`config.mk`:
```
export PLATFORM = sky130hd
export DESIGN_NAME = eitfe_front_end
export DESIGN_NICKNAME = d
export VERILOG_FILES = /design/src/eitfe_pkg.sv /design/src/eitfe_front_end.sv /design/src/eitfe_sync.sv /design/src/eitfe_wr_timer.sv
export SDC_FILE = /design/constraint.sdc
export NUM_CORES = 1
export LEC_CHECK = 0
export ABC_AREA = 1
export BUFFER_PORTS_ARGS = -buffer_cell sky130_fd_sc_hd__buf_2
export CORE_MARGIN = 5
export CORE_UTILIZATION = 57
export CTS_CLUSTER_DIAMETER = 150
export DETAILED_ROUTE_END_ITERATION = 6
export PLACE_DENSITY = 0.85
export SYNTH_ARGS = -nofsm -noshare
export SYNTH_HDL_FRONTEND = slang
export SYNTH_SLANG_ARGS = --single-unit
export TNS_END_PERCENT = 10
```
`constraint.sdc`:
```
create_clock -name ref_clk -period 3.8 [get_ports ref_clk]
set_input_delay 0.57 -clock ref_clk [delete_from_list [all_inputs] [get_ports ref_clk]]
set_output_delay 0.57 -clock ref_clk [all_outputs]
set_load 0.02 [all_outputs]
```
`src/eitfe_pkg.sv`:
```
// Functional notes
// - Data changes only while clock low; a change while high is start or stop.
// - Data falling while clock high is a start; starts every command.
// - Data rising while clock high is a stop.
// - A stop ending a read sequence puts the device into standby.
// - Words are eight bits; device acknowledges each received word on ninth clock.
// - Standby at power-up and after stop once any internal write finished.
// - After that recovery sequence the device is idle and ready.
// - Each operation begins with an address word right after a start.
// - Address bits three to one compare with the three hard-wired pins.
// - Unconnected address pins read as low.
// - Chip-scale variant behaves as if pins read zero, zero, one.
// - Address word bit zero high selects read, low selects write.
// - A matching address word is acknowledged by pulling data low.
// - A mismatching address word gets no acknowledge; ignore bus until start.
// - Write-protect high forbids any change of the memory array.
// - Internal write from stop to completion lasts no more than 5 ms.
// - No address acknowledge while the internal write runs.
package eitfe_pkg;
    localparam int unsigned CLK_MHZ = 100;
    localparam int unsigned WR_TIME_MS = 5;
    localparam int unsigned WR_CYC_DEF = WR_TIME_MS * 1000 * CLK_MHZ;
    // Type identifier value is arbitrary.
    localparam logic [3:0] DEF_TYPE_ID = 4'h5;
    localparam logic [2:0] CSP_HW_ADDR = 3'h1;
    localparam logic [3:0] BYTE_BITS = 4'h8;
    localparam int unsigned AXI_AW = 8;
    localparam logic [7:0] REG_CTRL = 8'h00;
    localparam logic [7:0] REG_STAT = 8'h04;
    localparam int unsigned CTRL_CSP = 0;
    localparam int unsigned STAT_STBY = 0;
    localparam int unsigned STAT_BUSY = 1;
    localparam int unsigned STAT_WP = 2;
    localparam int unsigned STAT_ADDR = 8;
    localparam logic [1:0] RESP_OKAY = 2'h0;
    localparam logic [1:0] RESP_DECERR = 2'h3;
    typedef struct packed {
        logic scl;
        logic sda;
        logic [2:0] hw_addr;
        logic wp;
    } eitfe_pins_t;
    typedef enum logic [2:0] {ST_STBY, ST_RECV, ST_ACK, ST_READ, ST_WAIT} eitfe_state_t;
endpackage : eitfe_pkg

```
`src/eitfe_front_end.sv`:
```
// The AXI4-Lite interface to the registers and the register addresses were left to the implementer.
`timescale 1ns/1ns
module eitfe_front_end #(
    parameter logic [3:0] TYPE_ID = eitfe_pkg::DEF_TYPE_ID,
    parameter int unsigned WR_CYCLES = eitfe_pkg::WR_CYC_DEF
) (
    input wire logic ref_clk,
    input wire logic rstn,
    input wire logic scl_pin,
    input wire logic sda_in,
    output logic sda_out,
    output logic sda_oe,
    input wire logic hw_addr_bit2_pin,
    input wire logic hw_addr_bit1_pin,
    input wire logic hw_addr_bit0_pin,
    input wire logic wp_pin,
    input wire logic [eitfe_pkg::AXI_AW-1:0] s_axi_awaddr,
    input wire logic s_axi_awvalid,
    output logic s_axi_awready,
    input wire logic [31:0] s_axi_wdata,
    input wire logic [3:0] s_axi_wstrb,
    input wire logic s_axi_wvalid,
    output logic s_axi_wready,
    output logic [1:0] s_axi_bresp,
    output logic s_axi_bvalid,
    input wire logic s_axi_bready,
    input wire logic [eitfe_pkg::AXI_AW-1:0] s_axi_araddr,
    input wire logic s_axi_arvalid,
    output logic s_axi_arready,
    output logic [31:0] s_axi_rdata,
    output logic [1:0] s_axi_rresp,
    output logic s_axi_rvalid,
    input wire logic s_axi_rready
);
    import eitfe_pkg::*;

    // True when an aligned bus address selects the given register.
    function automatic logic addr_hit(input logic [AXI_AW-1:0] a, input logic [7:0] off);
        return {a[AXI_AW-1:2], 2'h0} == off;
    endfunction : addr_hit

    // True when an address word carries our type and hard-wired address.
    function automatic logic addr_match(input logic [7:0] w, input logic [2:0] hw);
        return (w[7:4] == TYPE_ID) && (w[3:1] == hw);
    endfunction : addr_match

    eitfe_pins_t pins_raw;
    eitfe_pins_t pins_s;
    eitfe_pins_t pins_q_ff;
    logic scl_rise;
    logic scl_fall;
    logic start_det;
    logic stop_det;
    logic wr_busy;
    logic wr_start;
    logic [2:0] hw_eff;
    logic csp_ff;
    logic nxt_csp;

    // Every pin passes two flops before any logic looks at it.
    assign pins_raw = '{scl: scl_pin, sda: sda_in, wp: wp_pin,
        hw_addr: {hw_addr_bit2_pin, hw_addr_bit1_pin, hw_addr_bit0_pin}};

    eitfe_sync #(.W($bits(eitfe_pins_t))) u_sync (
        .ref_clk(ref_clk),
        .rstn(rstn),
        .d(pins_raw),
        .q(pins_s)
    );

    eitfe_wr_timer #(.CYCLES(WR_CYCLES)) u_timer (
        .ref_clk(ref_clk),
        .rstn(rstn),
        .start(wr_start),
        .busy(wr_busy)
    );

    // Edge and bus condition detection on the synchronised pins.
    assign scl_rise = pins_s.scl && !pins_q_ff.scl;
    assign scl_fall = !pins_s.scl && pins_q_ff.scl;
    assign start_det = pins_s.scl && pins_q_ff.scl && pins_q_ff.sda && !pins_s.sda;
    assign stop_det = pins_s.scl && pins_q_ff.scl && !pins_q_ff.sda && pins_s.sda;
    // Pad bias pulls open address pins low; the chip-scale bit of the control register overrides them.
    assign hw_eff = csp_ff ? CSP_HW_ADDR : pins_s.hw_addr;

    eitfe_state_t state_ff;
    eitfe_state_t nxt_state;
    logic [3:0] bitcnt_ff;
    logic [3:0] nxt_bitcnt;
    logic [7:0] shift_ff;
    logic [7:0] nxt_shift;
    logic first_ff;
    logic nxt_first;
    logic rd_ff;
    logic nxt_rd;
    logic got_data_ff;
    logic nxt_got_data;
    logic [7:0] last_addr_ff;
    logic [7:0] nxt_last_addr;
    logic sda_oe_ff;
    logic nxt_sda_oe;
    logic sda_out_ff;

    // Bit framing, address decode and acknowledge control.
    always_comb begin
        nxt_state = state_ff;
        nxt_bitcnt = bitcnt_ff;
        nxt_shift = shift_ff;
        nxt_first = first_ff;
        nxt_rd = rd_ff;
        nxt_got_data = got_data_ff;
        nxt_last_addr = last_addr_ff;
        nxt_sda_oe = sda_oe_ff;
        wr_start = 1'b0;
        if (start_det) begin
            // A start always restarts framing, which also ends a recovery sequence.
            nxt_state = ST_RECV;
            nxt_bitcnt = '0;
            nxt_first = 1'b1;
            nxt_rd = 1'b0;
            nxt_got_data = 1'b0;
            nxt_sda_oe = 1'b0;
        end else if (stop_det) begin
            nxt_state = ST_STBY;
            nxt_sda_oe = 1'b0;
            // Only a write sequence with data and no protection commits.
            wr_start = !rd_ff && got_data_ff && !pins_s.wp;
            nxt_got_data = 1'b0;
        end else begin
            unique case (state_ff)
                ST_STBY, ST_READ, ST_WAIT: begin
                    nxt_sda_oe = 1'b0;
                end
                ST_RECV: begin
                    if (scl_rise && bitcnt_ff < BYTE_BITS) begin
                        nxt_shift = {shift_ff[6:0], pins_s.sda};
                        nxt_bitcnt = bitcnt_ff + 1'b1;
                    end else if (scl_fall && bitcnt_ff == BYTE_BITS) begin
                        if (!first_ff) begin
                            nxt_got_data = 1'b1;
                            nxt_state = ST_ACK;
                            nxt_sda_oe = 1'b1;
                        end else if (addr_match(shift_ff, hw_eff) && !wr_busy) begin
                            nxt_state = ST_ACK;
                            nxt_sda_oe = 1'b1;
                            nxt_rd = shift_ff[0];
                            nxt_last_addr = shift_ff;
                        end else begin
                            nxt_state = ST_WAIT;
                        end
                    end
                end
                ST_ACK: begin
                    if (scl_fall) begin
                        nxt_sda_oe = 1'b0;
                        nxt_bitcnt = '0;
                        nxt_first = 1'b0;
                        nxt_state = rd_ff ? ST_READ : ST_RECV;
                    end
                end
                default: begin
                    nxt_state = ST_STBY;
                    nxt_sda_oe = 1'b0;
                end
            endcase
        end
    end

    // Power-up lands in standby with the data line released.
    always_ff @(posedge ref_clk) begin
        if (!rstn) begin
            pins_q_ff <= '0;
            state_ff <= ST_STBY;
            bitcnt_ff <= '0;
            shift_ff <= '0;
            first_ff <= 1'b0;
            rd_ff <= 1'b0;
            got_data_ff <= 1'b0;
            last_addr_ff <= '0;
            sda_oe_ff <= 1'b0;
            sda_out_ff <= 1'b0;
        end else begin
            pins_q_ff <= pins_s;
            state_ff <= nxt_state;
            bitcnt_ff <= nxt_bitcnt;
            shift_ff <= nxt_shift;
            first_ff <= nxt_first;
            rd_ff <= nxt_rd;
            got_data_ff <= nxt_got_data;
            last_addr_ff <= nxt_last_addr;
            sda_oe_ff <= nxt_sda_oe;
            sda_out_ff <= 1'b0;
        end
    end
    assign sda_oe = sda_oe_ff;
    assign sda_out = sda_out_ff;

    logic aw_hold_ff, nxt_aw_hold, w_hold_ff, nxt_w_hold;
    logic [AXI_AW-1:0] awaddr_ff, nxt_awaddr;
    logic [31:0] wdata_ff, nxt_wdata;
    logic wstrb0_ff, nxt_wstrb0;
    logic awready_ff, nxt_awready, wready_ff, nxt_wready;
    logic bvalid_ff, nxt_bvalid, arready_ff, nxt_arready, rvalid_ff, nxt_rvalid;
    logic [1:0] bresp_ff, nxt_bresp, rresp_ff, nxt_rresp;
    logic [31:0] rdata_ff, nxt_rdata, stat_word;

    // Status word shows standby, write busy, protect level and last address.
    // A rejected address word also rests the device until the next start.
    assign stat_word = {16'h0000, last_addr_ff, 5'h00, pins_s.wp, wr_busy,
        (state_ff == ST_STBY || state_ff == ST_WAIT) && !wr_busy};

    // AXI4-Lite slave: one write and one read under way at a time.
    always_comb begin
        nxt_aw_hold = aw_hold_ff;
        nxt_w_hold = w_hold_ff;
        nxt_awaddr = awaddr_ff;
        nxt_wdata = wdata_ff;
        nxt_wstrb0 = wstrb0_ff;
        nxt_bvalid = bvalid_ff;
        nxt_bresp = bresp_ff;
        nxt_csp = csp_ff;
        nxt_arready = arready_ff;
        nxt_rvalid = rvalid_ff;
        nxt_rdata = rdata_ff;
        nxt_rresp = rresp_ff;
        if (s_axi_awvalid && awready_ff) begin
            nxt_aw_hold = 1'b1;
            nxt_awaddr = s_axi_awaddr;
        end
        if (s_axi_wvalid && wready_ff) begin
            nxt_w_hold = 1'b1;
            nxt_wdata = s_axi_wdata;
            nxt_wstrb0 = s_axi_wstrb[0];
        end
        if (bvalid_ff && s_axi_bready) begin
            nxt_bvalid = 1'b0;
        end
        if (aw_hold_ff && w_hold_ff && !bvalid_ff) begin
            nxt_aw_hold = 1'b0;
            nxt_w_hold = 1'b0;
            nxt_bvalid = 1'b1;
            nxt_bresp = RESP_OKAY;
            if (addr_hit(awaddr_ff, REG_CTRL)) begin
                if (wstrb0_ff) begin
                    nxt_csp = wdata_ff[CTRL_CSP];
                end
            end else if (!addr_hit(awaddr_ff, REG_STAT)) begin
                nxt_bresp = RESP_DECERR;
            end
        end
        nxt_awready = !nxt_aw_hold && !nxt_bvalid;
        nxt_wready = !nxt_w_hold && !nxt_bvalid;
        if (s_axi_arvalid && arready_ff) begin
            nxt_arready = 1'b0;
            nxt_rvalid = 1'b1;
            nxt_rresp = RESP_OKAY;
            nxt_rdata = 32'h0000_0000;
            if (addr_hit(s_axi_araddr, REG_CTRL)) begin
                nxt_rdata[CTRL_CSP] = csp_ff;
            end else if (addr_hit(s_axi_araddr, REG_STAT)) begin
                nxt_rdata = stat_word;
            end else begin
                nxt_rresp = RESP_DECERR;
            end
        end else if (rvalid_ff && s_axi_rready) begin
            nxt_rvalid = 1'b0;
            nxt_arready = 1'b1;
        end
    end

    always_ff @(posedge ref_clk) begin
        if (!rstn) begin
            aw_hold_ff <= 1'b0;
            w_hold_ff <= 1'b0;
            awaddr_ff <= '0;
            wdata_ff <= '0;
            wstrb0_ff <= 1'b0;
            awready_ff <= 1'b1;
            wready_ff <= 1'b1;
            bvalid_ff <= 1'b0;
            bresp_ff <= RESP_OKAY;
            csp_ff <= 1'b0;
            arready_ff <= 1'b1;
            rvalid_ff <= 1'b0;
            rdata_ff <= '0;
            rresp_ff <= RESP_OKAY;
        end else begin
            aw_hold_ff <= nxt_aw_hold;
            w_hold_ff <= nxt_w_hold;
            awaddr_ff <= nxt_awaddr;
            wdata_ff <= nxt_wdata;
            wstrb0_ff <= nxt_wstrb0;
            awready_ff <= nxt_awready;
            wready_ff <= nxt_wready;
            bvalid_ff <= nxt_bvalid;
            bresp_ff <= nxt_bresp;
            csp_ff <= nxt_csp;
            arready_ff <= nxt_arready;
            rvalid_ff <= nxt_rvalid;
            rdata_ff <= nxt_rdata;
            rresp_ff <= nxt_rresp;
        end
    end
    assign s_axi_awready = awready_ff;
    assign s_axi_wready = wready_ff;
    assign s_axi_bvalid = bvalid_ff;
    assign s_axi_bresp = bresp_ff;
    assign s_axi_arready = arready_ff;
    assign s_axi_rvalid = rvalid_ff;
    assign s_axi_rdata = rdata_ff;
    assign s_axi_rresp = rresp_ff;
endmodule : eitfe_front_end

```
`src/eitfe_sync.sv`:
```
`timescale 1ns/1ns
module eitfe_sync #(
    parameter int W = 6
) (
    input wire logic ref_clk,
    input wire logic rstn,
    input wire logic [W-1:0] d,
    output logic [W-1:0] q
);
    logic [W-1:0] meta_ff;
    logic [W-1:0] q_ff;

    // Two flops in a row; only the second stage is visible outside.
    always_ff @(posedge ref_clk) begin
        if (!rstn) begin
            meta_ff <= '0;
            q_ff <= '0;
        end else begin
            meta_ff <= d;
            q_ff <= meta_ff;
        end
    end
    assign q = q_ff;
endmodule : eitfe_sync

```
`src/eitfe_wr_timer.sv`:
```
`timescale 1ns/1ns
module eitfe_wr_timer #(
    parameter int unsigned CYCLES = eitfe_pkg::WR_CYC_DEF
) (
    input wire logic ref_clk,
    input wire logic rstn,
    input wire logic start,
    output logic busy
);
    import eitfe_pkg::*;
    localparam int CW = $clog2(CYCLES + 1);
    localparam logic [CW-1:0] LAST = CW'(CYCLES - 1);
    logic [CW-1:0] cnt_ff;
    logic [CW-1:0] nxt_cnt;
    logic busy_ff;
    logic nxt_busy;

    // Busy for exactly CYCLES clocks after a start, never longer.
    always_comb begin
        nxt_cnt = cnt_ff;
        nxt_busy = busy_ff;
        if (busy_ff) begin
            nxt_cnt = cnt_ff + 1'b1;
            if (cnt_ff == LAST) begin
                nxt_busy = 1'b0;
                nxt_cnt = '0;
            end
        end else if (start) begin
            nxt_busy = 1'b1;
            nxt_cnt = '0;
        end
    end

    always_ff @(posedge ref_clk) begin
        if (!rstn) begin
            cnt_ff <= '0;
            busy_ff <= 1'b0;
        end else begin
            cnt_ff <= nxt_cnt;
            busy_ff <= nxt_busy;
        end
    end
    assign busy = busy_ff;
endmodule : eitfe_wr_timer

```
==> flow_metrics.tcl <==
set metrics [dict create \
    ff2ff_setup_slack_ps 1680 \
    antenna_found_initial 0 \
    grt-busiest-layer "met2" \
    synth_edf_count 0 \
    n_fill_cell 645 \
    via_count 3762 \
    num_antenna_cells 0 \
    drv_slew 0 \
    synth_cells 605 \
    leakagePower_nw 2.113 \
    use_met3 0.05082 \
    grt_use_total 0.2071 \
    ir_drop_mv 0.2963 \
    antenna_left 0 \
    worstReg2RegEnd "u_timer.cnt_ff[16]" \
    clk_pin_slew_ps 100 \
    grt_max_degree 47 \
    ys.flop_type "dfxtp_1" \
    cts_hold_repair.buffers 0 \
    min_from "hw_addr_bit0_pin" \
    drt-pass1-iter-count 5 \
    ios 108 \
    insertion_delay_ps 370 \
    die_area_mm2 0.009161 \
    postSynth.asyncResetShare 0 \
    syn_avg_cell_area_um2 6.922 \
    met2_usage 0.3688 \
    cp-startpoint "u_timer.cnt_ff[0]" \
    ys_ff_latch 90 \
    area_growth_pct 10.13 \
    root_buffer "clkbuf_8" \
    crit_type "register to register" \
    finish.utilization 0.6393 \
    start_kind "register" \
    synth-seq-area-share 0.4302 \
    crit_path_max_fanout 11 \
    r2r_cells 10 \
    drt_iter0_drc 239 \
    crit_required_ps 4110 \
    place_congestion 0.8719 \
    synthTopCellsByCount "nand2_1 (125), nor2_1 (91), dfxtp_1 (90)" \
    hold-path-cell-count 3 \
    fp.dieW_um 95.72 \
    timing.rr.start "u_timer.cnt_ff[0]" \
    fp.coreArea_mm2 0.007214 \
    routed_via_density 5.009 \
    power_density_mw_per_mm2 455.4 \
    ys_warn_count 0 \
    finClkSkew_ps 9.526 \
    rsz0062_at_grt "false" \
    cts_sinks 90 \
    grt_use_met1 0.2322 \
    cts_buffer_depth 2 \
    cts_tree "built" \
    crit_arrival_ps 2430 \
    fp.dieH_um 95.72 \
    grt_pass1_wl_um 15010 \
    synth.distinct_cells 31 \
    synth_top_area_share 0.4302 \
    syn_area_mm2 0.004188 \
    start_util 0.5805 \
    row_count 31 \
    endpoint_kind "register" \
    slew_headroom 0.4820 \
    fin_crit_sh 0.5588 \
    synth.most_common_cell "nand2_1" \
    cts_made_buffers 9 \
    dp_hpwl_um 6497 \
    h-tree-depth 3 \
    fin_nets 715 \
    yosys-top-cells-area "dfxtp_1 (43%), nand2_1 (11%), nor2_1 (8.2%), inv_1 (7.3%), nand3_1 (6.1%)" \
    grt_pass1_vias 3558 \
    hold_violations 0 \
    fmax_mhz 470.9 \
    post_cts_resized 0 \
    worstMarginPinSlew_ps 774.2 \
    maxCapViolations 0 \
    min_period_ps 2123 \
    setup_tns_ps 0 \
    drive_gt1_frac 0.1350 \
    holdWs_ps 370.6 \
    total_power_mw 2.100 \
    cts_setup_buffers 0 \
    synth_area_leader_cell "dfxtp_1" \
    status "finished, final reports clean" \
    drt-total-wl_um 8995 \
    holdCritPathClass "input pin to register" \
    worst_hold_path.endpoint "u_sync.meta_ff[1]" \
    wl_per_cell_um 11.98 \
    overflow 0 \
    setup_violations 0 \
    io_buffers 47 \
    drc 0 \
]
power by group:
part | internal [mW] | total [mW] | switching (mW)
clock network | 0.324 | 0.703 | 0.378
registers | 0.993 | 1.03 | 0.0370
logic | 0.119 | 0.368 | 0.249
total | 1.44 | 2.10 | 0.664
how the worst max path moves through the flow:
stage,end,depth (start not counted)
2_1_floorplan,u_timer.cnt_ff[16],9
3_3_place_gp,u_timer.cnt_ff[16],10
3_5_place_dp,u_timer.cnt_ff[16],10
4_1_cts,u_timer.cnt_ff[16],10
5_1_grt,u_timer.cnt_ff[16],10
6_report,u_timer.cnt_ff[16],10
worst max-delay path, stage by stage, from the launching register on:
cell,delay (ps)
dfxtp_1,360
ha_1,270
inv_1,100
nor2_2,60
nand3_1,70
nor2_1,40
nor2_1,580
inv_1,190
nand2_1,110
nand2_1,120
nor2_1,140
metrics by stage:
stage          std cells  setup slack (ps)  area [um^2]
2_1_floorplan        626              2346         4267
3_3_place_gp         735              1799         4397
3_5_place_dp         735              1745         4397
4_1_cts              751              1716         4612
5_1_grt              751              1472         4612
6_report             751              1677         4612
cell usage in the layout (no fill, tap or decap), types with 3 or more instances in the layout:
| cell | netlist | final |
|---|---|---|
| inv_8 | 0 | 4 |
| o21ai_0 | 30 | 30 |
| nor3_1 | 5 | 5 |
| nor2_1 | 91 | 91 |
| inv_2 | 6 | 6 |
| nand3_1 | 51 | 51 |
| dfxtp_1 | 90 | 90 |
| conb_1 | 1 | 22 |
| nor2_2 | 3 | 3 |
| buf_2 | 6 | 47 |
| a21oi_1 | 43 | 43 |
| clkbuf_8 | 0 | 9 |
| nand2_1 | 125 | 125 |
| ha_1 | 3 | 3 |
| nand3b_1 | 3 | 3 |
| inv_1 | 81 | 81 |
| nand4_1 | 3 | 3 |
| xor2_1 | 9 | 9 |
| nand2_2 | 5 | 5 |
cell families (layout without fill, tap and decap cells):
family,Yosys count,count (layout),share of synthesized area
AOI/OAI and AO/OA,81,81,0.09919
xor gates and xnor gates,9,9,0.01882
adders and majority gates,3,3,0.008964
buffers and inverters,126,152,0.1362
DFF,90,90,0.4302
other,1,22,0.0008955
and+or+nand+nor,295,295,0.3056
layer usage:
metal,vias to the layer above,share of wire,routed length (um)
met5,-,0,0
met4,0,0.024,216
met3,19,0.046,415
met2,96,0.52,4640
met1,1717,0.41,3723
li1,1930,-,-
cell type report:
class | instances | area, um^2 | area share
timing repair buffer | 49 | 250.2 | 0.05426
tap | 99 | 123.9 | 0.02686
inverter | 87 | 326.6 | 0.07081
sequential | 90 | 1802 | 0.3907
clock inverter | 7 | 91.34 | 0.01980
clock buffer | 9 | 123.9 | 0.02686
multi-input combinational | 410 | 1894 | 0.4107
registers in the layout, summed over array words and instances (netlist names), 3 cells and up:
name            cells
state_ff            3
shift_ff            8
awaddr_ff           6
u_timer.cnt_ff     19
s_axi_rdata        11
u_sync.q            6
last_addr_ff        8
u_sync.meta_ff      6
bitcnt_ff           4
(Power assumes the default switching activity.)
